### src/design/gpio_pin_output_mux_pkg.sv
// constants, field layouts and helpers for the pin 7 output mux
package gpio_pin_output_mux_pkg;

  localparam int NUM_RX = 4;
  localparam int NUM_TX = 2;

  // register indices; byte address is four times the index
  localparam logic [7:0] CTRL_INDEX   = 8'h17;
  localparam logic [7:0] CFG_INDEX    = 8'h20;
  localparam logic [7:0] STATUS_INDEX = 8'h21;
  localparam logic [9:0] CTRL_ADDR    = {CTRL_INDEX, 2'b00};
  localparam logic [9:0] CFG_ADDR     = {CFG_INDEX, 2'b00};
  localparam logic [9:0] STATUS_ADDR  = {STATUS_INDEX, 2'b00};

  // control register fields
  localparam int EN_BIT     = 0;
  localparam int VAL_BIT    = 1;
  localparam int SRC_LSB    = 2;
  localparam int SEL_LSB    = 5;
  localparam logic [7:0] CTRL_RESET = 8'h00;

  // port configuration register
  localparam logic [11:0] CFG_RESET = 12'hfff;
  localparam int CFG_WIDTH = 12;

  // source codes
  localparam logic [2:0] SRC_DEVICE   = 3'h4;
  localparam logic [2:0] SRC_RESERVED = 3'h5;

  // select codes
  localparam logic [2:0] SEL_0 = 3'h0;
  localparam logic [2:0] SEL_1 = 3'h1;
  localparam logic [2:0] SEL_2 = 3'h2;
  localparam logic [2:0] SEL_3 = 3'h3;
  localparam logic [2:0] SEL_4 = 3'h4;
  localparam logic [2:0] SEL_5 = 3'h5;

  typedef struct packed {
    logic [2:0] outputSignalSelect;
    logic [2:0] outputSourceSelect;
    logic       outputValueBit;
    logic       outputEnableBit;
  } pin_ctrl_t;

  typedef struct packed {
    logic [3:0] tx1RxMask;
    logic [3:0] tx0RxMask;
    logic [3:0] rxEnable;
  } port_cfg_t;

  typedef struct packed {
    logic [3:0] remoteIn;
    logic       lock;
    logic       pass;
    logic       frameValid;
    logic       lineValid;
  } rx_status_t;

  typedef struct packed {
    logic frameValid;
    logic lineValid;
    logic synced;
    logic irq;
  } tx_status_t;

  // AND over the ports in mask; empty mask gives 1
  function automatic logic andMasked(input logic [3:0] vals, input logic [3:0] mask);
    andMasked = &(vals | ~mask);
  endfunction

  // OR over the ports in mask; empty mask gives 0
  function automatic logic orMasked(input logic [3:0] vals, input logic [3:0] mask);
    orMasked = |(vals & mask);
  endfunction

endpackage

### src/design/gpio_pin_output_mux.sv
// output source and signal selection for general-purpose pin 7
//
// Function
// [RULE1] enable bit 0 turns the pin driver on
// [RULE2] source bits 4:2 pick rx, status or tx
// [RULE3] rx select 000-011 gives remote input 0-3
// [RULE4] rx select 100-111 gives lock, pass, fv, lv
// [RULE5] status select 000 gives output value bit
// [RULE6] status select 001 ORs enabled port locks
// [RULE7] status select 010/011 ANDs enabled port passes
// [RULE8] status select 100 gives frame sync
// [RULE9] tx select 000 ANDs, 001 ORs chosen passes
// [RULE10] tx select 010/011 give frame and line valid
// [RULE11] tx select 100 synced, 101 interrupt
// [RULE12] value bit 1 is the register-driven data
// [RULE13] reserved codes drive a constant low
// [RULE14] control register resets to all zero
`timescale 1ns/1ps
`default_nettype none
module gpio_pin_output_mux
  import gpio_pin_output_mux_pkg::*;
#(
  parameter int ADDR_WIDTH = 10
) (
  input  wire logic                  core_clk,
  input  wire logic                  sys_rst,
  input  wire logic                  clkEn,
  input  wire logic [ADDR_WIDTH-1:0] address,
  input  wire logic                  read,
  input  wire logic                  write,
  input  wire logic [31:0]           writedata,
  input  wire logic [3:0]            byteenable,
  output var  logic [31:0]           readdata,
  output var  logic                  waitrequest,
  input  wire rx_status_t            rxStatus [NUM_RX],
  input  wire tx_status_t            txStatus [NUM_TX],
  input  wire logic                  frameSyncSignal,
  output var  logic                  pinOut,
  output var  logic                  pinOutEnN
);

  //////////////////////////////////////////////////////////////////////////
  // register state

  pin_ctrl_t   ctrl_q;
  pin_ctrl_t   ctrl_d;
  port_cfg_t   cfg_q;
  port_cfg_t   cfg_d;
  logic        resp_q;
  logic [31:0] readdata_q;
  logic [31:0] readdata_d;

  //////////////////////////////////////////////////////////////////////////
  // bus decode

  wire logic [9:0] byteAddr;
  wire logic       request;
  wire logic       hitCtrl;
  wire logic       hitCfg;
  wire logic       hitStatus;
  wire logic       commit;
  wire logic       writeCtrl;
  wire logic       writeCfgLow;
  wire logic       writeCfgHigh;

  assign byteAddr = 10'(address);
  assign request  = read | write;
  assign hitCtrl   = byteAddr == CTRL_ADDR;
  assign hitCfg    = byteAddr == CFG_ADDR;
  assign hitStatus = byteAddr == STATUS_ADDR;

  // one wait cycle, then the request completes
  assign waitrequest = request & ~resp_q;
  assign commit      = write & resp_q & clkEn;

  assign writeCtrl    = commit & hitCtrl & byteenable[0];
  assign writeCfgLow  = commit & hitCfg & byteenable[0];
  assign writeCfgHigh = commit & hitCfg & byteenable[1];

  //////////////////////////////////////////////////////////////////////////
  // register next values

  wire logic [11:0] cfgBits;

  assign ctrl_d = writeCtrl ? pin_ctrl_t'(writedata[7:0]) : ctrl_q;

  assign cfgBits = {
    writeCfgHigh ? writedata[11:8] : cfg_q[11:8],
    writeCfgLow  ? writedata[7:0]  : cfg_q[7:0]
  };
  assign cfg_d = port_cfg_t'(cfgBits);

  //////////////////////////////////////////////////////////////////////////
  // port status flattened into vectors

  logic [3:0] rxLockVec;
  logic [3:0] rxPassVec;

  always_comb begin
    for (int i = 0; i < NUM_RX; i++) begin
      rxLockVec[i] = rxStatus[i].lock;
      rxPassVec[i] = rxStatus[i].pass;
    end
  end

  //////////////////////////////////////////////////////////////////////////
  // field decode

  wire logic [2:0] srcSel;
  wire logic [2:0] sigSel;
  wire logic       srcIsRx;
  wire logic       srcIsDevice;
  wire logic       srcIsTx;
  wire logic       srcReserved;
  wire logic [1:0] rxIdx;
  wire logic       txIdx;

  assign srcSel = ctrl_q.outputSourceSelect;
  assign sigSel = ctrl_q.outputSignalSelect;

  assign srcIsRx     = ~srcSel[2]; // RULE2
  assign srcIsDevice = srcSel == SRC_DEVICE; // RULE2
  assign srcIsTx     = srcSel[2] & srcSel[1]; // RULE2
  assign srcReserved = srcSel == SRC_RESERVED; // RULE13
  assign rxIdx       = srcSel[1:0]; // RULE2
  assign txIdx       = srcSel[0]; // RULE2

  //////////////////////////////////////////////////////////////////////////
  // receive port as source

  rx_status_t  rxSel;
  wire logic   rxRemote;
  wire logic   rxIndication;
  wire logic   rxValue;

  assign rxSel    = rxStatus[rxIdx];
  assign rxRemote = rxSel.remoteIn[sigSel[1:0]]; // RULE3

  assign rxIndication =
    (sigSel[1:0] == 2'h0) ? rxSel.lock :
    (sigSel[1:0] == 2'h1) ? rxSel.pass :
    (sigSel[1:0] == 2'h2) ? rxSel.frameValid :
                            rxSel.lineValid; // RULE4

  assign rxValue = sigSel[2] ? rxIndication : rxRemote; // RULE3 RULE4

  //////////////////////////////////////////////////////////////////////////
  // device status as source

  wire logic lockAny;
  wire logic passAll;
  wire logic devValue;

  assign lockAny = orMasked(rxLockVec, cfg_q.rxEnable); // RULE6
  assign passAll = andMasked(rxPassVec, cfg_q.rxEnable); // RULE7

  assign devValue =
    (sigSel == SEL_0) ? ctrl_q.outputValueBit : // RULE5 RULE12
    (sigSel == SEL_1) ? lockAny : // RULE6
    (sigSel == SEL_2) ? passAll : // RULE7
    (sigSel == SEL_3) ? passAll : // RULE7
    (sigSel == SEL_4) ? frameSyncSignal : // RULE8
                        1'b0; // RULE8 RULE13

  //////////////////////////////////////////////////////////////////////////
  // transmit port as source

  tx_status_t  txSel;
  wire logic [3:0] txMask;
  wire logic   txPassAnd;
  wire logic   txPassOr;
  wire logic   txValue;

  assign txSel  = txStatus[txIdx];
  assign txMask = txIdx ? cfg_q.tx1RxMask : cfg_q.tx0RxMask;

  assign txPassAnd = andMasked(rxPassVec, txMask); // RULE9
  assign txPassOr  = orMasked(rxPassVec, txMask); // RULE9

  assign txValue =
    (sigSel == SEL_0) ? txPassAnd : // RULE9
    (sigSel == SEL_1) ? txPassOr : // RULE9
    (sigSel == SEL_2) ? txSel.frameValid : // RULE10
    (sigSel == SEL_3) ? txSel.lineValid : // RULE10
    (sigSel == SEL_4) ? txSel.synced : // RULE11
    (sigSel == SEL_5) ? txSel.irq : // RULE11
                        1'b0; // RULE13

  //////////////////////////////////////////////////////////////////////////
  // final pin value and enable

  wire logic pinValue;
  wire logic pinDrive;

  assign pinValue =
    srcIsRx     ? rxValue :
    srcIsDevice ? devValue :
    srcIsTx     ? txValue :
                  1'b0; // RULE13

  assign pinDrive = ctrl_q.outputEnableBit; // RULE1

  pin_drive_stage u_drive (
    .core_clk  (core_clk),
    .sys_rst   (sys_rst),
    .clkEn     (clkEn),
    .nextData  (pinValue & pinDrive), // RULE1
    .nextDrive (pinDrive), // RULE1
    .pinOut    (pinOut),
    .pinOutEnN (pinOutEnN)
  );

  //////////////////////////////////////////////////////////////////////////
  // read data

  wire logic [31:0] ctrlWord;
  wire logic [31:0] cfgWord;
  wire logic [31:0] statusWord;

  assign ctrlWord = {24'h000000, ctrl_q};
  assign cfgWord  = {20'h00000, cfg_q};
  assign statusWord = {
    26'h0000000,
    srcReserved,
    srcSel,
    ~pinOutEnN,
    pinOut
  };

  assign readdata_d =
    ~read         ? readdata_q :
    hitCtrl       ? ctrlWord :
    hitCfg        ? cfgWord :
    hitStatus     ? statusWord :
                    32'h00000000;

  assign readdata = readdata_q;

  //////////////////////////////////////////////////////////////////////////
  // flip-flops

  always_ff @(posedge core_clk) begin
    if (sys_rst) begin
      ctrl_q <= pin_ctrl_t'(CTRL_RESET); // RULE14
      cfg_q  <= port_cfg_t'(CFG_RESET);
    end else if (clkEn) begin
      ctrl_q <= ctrl_d;
      cfg_q  <= cfg_d;
    end
  end

  always_ff @(posedge core_clk) begin
    if (sys_rst) begin
      resp_q     <= 1'b0;
      readdata_q <= 32'h00000000;
    end else if (clkEn) begin
      resp_q     <= request & ~resp_q;
      readdata_q <= (request & ~resp_q) ? readdata_d : readdata_q;
    end
  end

endmodule
`default_nettype wire

### src/design/pin_drive_stage.sv
// registered pin driver with active-low output enable
`timescale 1ns/1ps
`default_nettype none
module pin_drive_stage (
  input  wire logic core_clk,
  input  wire logic sys_rst,
  input  wire logic clkEn,
  input  wire logic nextData,
  input  wire logic nextDrive,
  output var  logic pinOut,
  output var  logic pinOutEnN
);

  always_ff @(posedge core_clk) begin
    if (sys_rst) begin
      pinOut    <= 1'b0;
      pinOutEnN <= 1'b1;
    end else if (clkEn) begin
      pinOut    <= nextData;
      pinOutEnN <= ~nextDrive;
    end
  end

endmodule
`default_nettype wire

### config.mk
export PLATFORM = sky130hd
export DESIGN_NAME = gpio_pin_output_mux
export DESIGN_NICKNAME = d
export VERILOG_FILES = /design/src/design/gpio_pin_output_mux_pkg.sv /design/src/design/gpio_pin_output_mux.sv /design/src/design/pin_drive_stage.sv
export SDC_FILE = /design/constraint.sdc
export NUM_CORES = 1
export LEC_CHECK = 0
export BUFFER_PORTS_ARGS = -buffer_cell sky130_fd_sc_hd__buf_2
export CAP_MARGIN = 25
export CORE_MARGIN = 2
export CORE_UTILIZATION = 35
export CTS_CLUSTER_DIAMETER = 50
export CTS_CLUSTER_SIZE = 10
export DETAILED_ROUTE_END_ITERATION = 8
export GPL_ROUTABILITY_DRIVEN = 0
export PLACE_DENSITY = 0.67
export SLEW_MARGIN = 40
export SYNTH_ARGS = -nofsm -noshare
export SYNTH_HDL_FRONTEND = slang
export SYNTH_SLANG_ARGS = --single-unit
export TNS_END_PERCENT = 20
### constraint.sdc
create_clock -name core_clk -period 2.42 [get_ports core_clk]
set_clock_uncertainty 0.1 [all_clocks]
set_input_delay 0.121 -clock core_clk [delete_from_list [all_inputs] [get_ports core_clk]]
set_output_delay 0.121 -clock core_clk [all_outputs]
set_load 0.005 [all_outputs]
* Word level (Yosys, flattened, before mapping)
Cells that the tools add are included.
W data, S select, Z words.
** Operators by class
- Order comparisons :: 3
- Eq/ne operators :: 12
- Multiplexer cells :: 30
- Bitwise logic cells :: 22
- Reductions and logical operators :: 10
** Operator list (count)
- $mux W12 :: 2
- $eq A10 B8 Y1 const B :: 2
- $mux W1 :: 19
- $bmux W8 S2 :: 1
- $mux W4 :: 4
- $mux W8 :: 2
- $eq A3 B3 Y1 const B :: 4
- $and A1 B1 Y1 :: 10
- $eq A10 B7 Y1 const B :: 1
- $and A4 B4 Y4 :: 2
- $not A4 Y4 :: 2
- $or A4 B4 Y4 :: 2
- $reduce_and A4 Y1 :: 2
- $reduce_or A4 Y1 :: 2
- $eq A3 B2 Y1 const B :: 2
- $mux W6 :: 1
- $reduce_and A2 Y1 :: 3
- $eq A3 B1 Y1 const B :: 1
- $ge A3 B3 Y1 const B :: 1
- $logic_not A3 Y1 :: 1
- $lt A2 B3 Y1 const B :: 1
- $not A1 Y1 :: 3
- $not A2 Y3 :: 1
- $reduce_and A3 Y1 :: 1
- other kinds (7) :: 7
** Storage, ports and cells
- Output and inout bits :: 35
- Bits of input ports :: 92
- Word-level logic and storage cells :: 88
- Bits in registers :: 55

* Longest topological paths before layout
- Word-level depth :: 14
- Depth in mapped cells :: 7
- Depth with buffers taken out :: 5

* Cells and area by module
From an unflattened synthesis, not the netlist that was laid out.
** Unflattened totals
- Cell total of the unflattened synthesis :: 239
- Area total of the unflattened synthesis :: 2187.1 sq um
** Modules (own cells, without submodules)
- gpio_pin_output_mux :: instances 1, seq. area each 660.6 sq um, area an instance 2115.8 sq um, cells each 232
- pin_drive_stage :: instances 1, seq. area each 40.0 sq um, area an instance 71.3 sq um, cells each 7

* Worst setup path before layout
No wires, ideal clock.
- Path type :: input-to-reg
- From :: input port address[5]
- To :: register ctrl_q (netlist bit ctrlWord[1])
- Arrival :: 1.625 ns
- Data required time :: 2.192 ns
- Setup slack :: 0.567 ns
- Setup time :: 0.128 ns
- Stages on the path :: 6
- Buffers on the path :: 1
- Cells stage by stage :: or4_4 -> nor4b_4 -> and3_1 -> buf_6 -> mux2i_1 -> nor2_1
** Between the ends
- Cells in the longest elaborated chain, start to end :: 4
** Ends and longest elaborated chain
- start, declared :: line gpio_pin_output_mux.sv:28 : input wire logic [ADDR_WIDTH-1:0] address,
- $eq A10 B7 Y1 :: line gpio_pin_output_mux.sv:68 : assign hitCtrl = byteAddr == CTRL_ADDR;
- $and A1 B1 Y1 (2 in series) :: line gpio_pin_output_mux.sv:76 : assign writeCtrl = commit & hitCtrl & byteenable[0];
- $reduce_and A2 Y1 (no line)
- end signal, assigned :: line gpio_pin_output_mux.sv:244 : ctrl_q <= pin_ctrl_t'(CTRL_RESET);
- end signal, assigned :: line gpio_pin_output_mux.sv:247 : ctrl_q <= ctrl_d;
- end, declared :: line gpio_pin_output_mux.sv:45 : pin_ctrl_t ctrl_q;
No other way between the ends.
A chain may end at the register's enable or synchronous reset.

* Worst setup path in the final report
- From :: register ctrl_q (netlist bit srcSel[0])
- To :: register u_drive.pinOut
** Between the ends
- Cells in the longest elaborated chain, start to end :: 14
- Elaborated cells between the ends (all ways) :: 31
- Those cells by class :: eq/ne (1); mux (22); bitwise (6); reduce/logical (2)
** Ends and longest elaborated chain
- $not A1 Y2 (not written as such) :: line gpio_pin_output_mux.sv:174 : assign txSel = txStatus[txIdx];
- $mux W4 (not written as such) (3 in series) :: line gpio_pin_output_mux.sv:174
- $mux W1 :: line gpio_pin_output_mux.sv:186 : (sigSel == SEL_5) ? txSel.irq :
- $mux W1 :: line gpio_pin_output_mux.sv:185 : (sigSel == SEL_4) ? txSel.synced :
- $mux W1 :: line gpio_pin_output_mux.sv:184 : (sigSel == SEL_3) ? txSel.lineValid :
- $mux W1 :: line gpio_pin_output_mux.sv:183 : (sigSel == SEL_2) ? txSel.frameValid :
- $mux W1 :: line gpio_pin_output_mux.sv:182 : (sigSel == SEL_1) ? txPassOr :
- $mux W1 :: line gpio_pin_output_mux.sv:181 : (sigSel == SEL_0) ? txPassAnd :
- $mux W1 :: line gpio_pin_output_mux.sv:198 : srcIsTx ? txValue :
- $mux W1 :: line gpio_pin_output_mux.sv:197 : srcIsDevice ? devValue :
- $mux W1 * :: line gpio_pin_output_mux.sv:196 : srcIsRx ? rxValue :
- $and A1 B1 Y1 * :: line gpio_pin_output_mux.sv:207 : .nextData (pinValue & pinDrive),
- end signal, assigned :: line pin_drive_stage.sv:19 : pinOut <= nextData;
- end, declared :: line pin_drive_stage.sv:10 : output var logic pinOut,
Every way passes the cells marked *; elsewhere a longest branch is shown, timed or not. The select of a mux whose other input is x is not followed.

==> flow_summary.toml <==
[route]
via_per_inst = 5.037
drtIter0Drc = 148
wl_per_cell_um = 14.31
route.vias.total = 2151
wl_um = 6109
drtAntennaViolNets = 0
drc_errors = 0
first_pass_iters = 6

[clocking]
numClockSinks = 35
cts-root-buf = "clkbuf_8"
clockBufferDepth = 2
cts_tree = "done"
clkTransAtPathRegs_ps = 70
ctsHtreeMaxLevel = 2
post_cts_buffers = 0
cts_buffers = 5
cts_resized = 0
insertion_delay_ps = 280

[floorplan]
ios = 127
fp.dieArea_um2 = 7043
start_util = 0.3562
die_x_um = 83.93
row_count = 29
die_h_um = 83.93
core_um2 = 6277

[pwr]
power.density_nw_per_um2 = 402.5
total_power_mw = 1.140
vdd.ir_drop.worst_uv = 373.1
p_leak_nw = 1.236

[timing]
fmax_mhz = 446.6
period_share = 0.9252
maxSlewHeadroom = 0.5942
worstMarginPinSlew_ps = 607.9
fin_crit_ps = 2239
hold_viol_final = 0
setup_viol = 0
setup_tns_ps = 0
slew_viol_final = 0
rsz0062_at_grt = "no"

[critical_path]
crit_slowest_cell = "dfxtp_1"
crit_type = "flip-flop to flip-flop"
crit_path_start_kind = "flip-flop"
rr_worst_depth = 5
reg2reg_slack_ps = 180
critPathMaxFanout = 10
r2r_end = "u_drive.pinOut$_SDFFE_PP0P_"
arrival_ps = 2290
slowest_delay_ps = 620
end_kind = "flip-flop"
path_cells = "mux4_2, o21ai_0, nor4_1, nor4_1, o41ai_1"
reg2reg_from = "srcSel[0]$_SDFFE_PP0P_"
cp_data_required_time_ps = 2470
path_common_cell = "nor4_1"

[grt]
busiest_layer = "met2"
met3_usage = 0.04055
grt_max_degree = 37
grt-ovfl-total = 0
grt_pass1_wl_um = 9722
grt_util_met1 = 0.2297
grt_pass1_vias = 2005
antenna_found_initial = 0
grt_use_met2 = 0.2698
gr-usage-all-layers = 0.1698

[synth]
synth-xor-area-share = 0
yosysSeqAreaShare = 0.3134
synth_compound_area_frac = 0.1511
yosysUniqueCellTypes = 44
ys.flop_type = "dfxtp_1"
synth.area.mux_share = 0.1489
synth-edff-count = 0
synthAdderAreaFrac = 0
avgSynthCellArea_um2 = 8.633
ys_ff_latch = 35
synth_top_family_by_area = "simple AND/OR/NAND/NOR gates"
synthCells = 259
synth_area_um2 = 2236
yosys.area_share.simple = 0.2619
ys_async_sr_fraction = 0
ys_warn_count = 0

[min_path]
min_path_cells = 3
min_from = "clkEn"
hold_path_end = "u_drive.pinOutEnN$_SDFFE_PP1P_"
min_path_type = "input pin to flip-flop"

[place]
port_buffers = 84
place_hpwl_um = 4587

[cells_and_area]
drive_above_1_share = 0.3400
area_growth_pct = 26.64
fin_nets = 443
antenna_cells = 0

[job]
drv_cap = 0

[run_status]
outcome = "completed"
## worst max path at each step
stage	startpoint	endpoint	slack (ps)	cells past startpoint
detailed placement	srcSel[0]$_SDFFE_PP0P_	u_drive.pinOut$_SDFFE_PP0P_	170	5
CTS	srcSel[0]$_SDFFE_PP0P_	u_drive.pinOut$_SDFFE_PP0P_	140	5
finish	srcSel[0]$_SDFFE_PP0P_	u_drive.pinOut$_SDFFE_PP0P_	180	5
floorplan	address[5]	ctrlWord[1]$_SDFFE_PP0P_	570	6
global route	srcSel[0]$_SDFFE_PP0P_	u_drive.pinOut$_SDFFE_PP0P_	60	5
global placement	srcSel[0]$_SDFFE_PP0P_	u_drive.pinOut$_SDFFE_PP0P_	190	5
## critical path: cells and delay by family, from the launching register on
family / cells / cell delay, ps
mux: 1 / 570
compound gates: 2 / 350
flops: 1 / 620
simple gates: 2 / 470
## sequential cells by signal, indices dropped and copies added (netlist names)
name / flops
ctrlWord: 1
srcSel: 3
sigSel: 3
pinDrive: 1
u_drive.pinOut: 1
cfgWord: 12
resp_q: 1
u_drive.pinOutEnN: 1
readdata: 12
## routing by layer
metal	vias to the layer above	share of wire
li1	1083	-
met1	961	0.44
met2	103	0.47
met3	4	0.078
met4	0	0.0079
met5	-	0
## cell families (layout without fill, tap and decap cells)
group,count (synthesis),after routing
buffers and inverters,46,118
AOI/OAI and AO/OA,44,44
DFF,35,35
muxes,27,27
and+or+nand+nor,106,106
other,1,20
## what timing repair did
action	4_1_cts	5_1_grt
hold buffers	12	0
setup endpoints to repair	0	0
hold endpoints to repair	19	0
## cell usage after synthesis, types with 8 or more instances
library cell / instances / area [um^2]
buf_4: 23 / 172.7
nand2_1: 25 / 93.84
dfxtp_1: 35 / 700.7
mux2_2: 10 / 112.6
nor2b_1: 11 / 68.82
mux2i_1: 13 / 130.1
nor2_1: 23 / 86.33
inv_1: 8 / 30.03
nor3_1: 9 / 45.04
nand3b_1: 8 / 60.06
## through the flow
stage | instance area, um^2 | setup WS (ps) | instances | hold WS (ps) | utilization
final | 2831 | 181.0 | 427 | 88.81 | 0.4511
after global routing | 2831 | 58.36 | 427 | 97.32 | 0.4511
after CTS | 2831 | 143.1 | 427 | 72.13 | 0.4511
after detailed placement | 2639 | 165.4 | 409 | 235.7 | 0.4204
after global placement | 2639 | 191.2 | 409 | 227.7 | 0.4204
after floorplan | 2307 | 567.3 | 278 | 138.9 | -
## report_power, final
part           total [mW]  internal, mW  leakage (nW)  switching (mW)
clock               0.381         0.192        0.0371           0.189
combinational       0.167        0.0908         0.915          0.0764
sequential          0.592         0.586         0.284         0.00544
total                1.14         0.869          1.24           0.271
## cells in the final DEF (no fill, tap or decap), types with 4 or more instances in the layout
cell	synthesis	routed
mux4_2	4	4
nand2b_1	4	4
nand2_1	25	25
conb_1	1	20
nor2_1	23	23
a21oi_1	7	7
a221oi_1	6	6
buf_2	7	84
o21ai_0	4	4
a211o_1	4	4
dfxtp_1	35	35
mux2i_1	13	13
nor2b_1	11	11
nand3b_1	8	8
dlygate4sd3_1	0	12
and3_1	5	5
clkbuf_8	0	5
nor3_1	9	9
buf_4	23	8
nand3_1	7	7
inv_1	8	8
mux2_2	10	10
a222oi_1	4	4
## area by class of cell
cell class              instances  area, um^2
flip-flops and latches         35       700.7
well taps                      77       96.34
inverters                       8       30.03
multi-input cells             197        1331
repair buffers                104       600.6
fillers                       638        3446
clock buffers                   6       72.57
(Power assumes the default switching activity.)
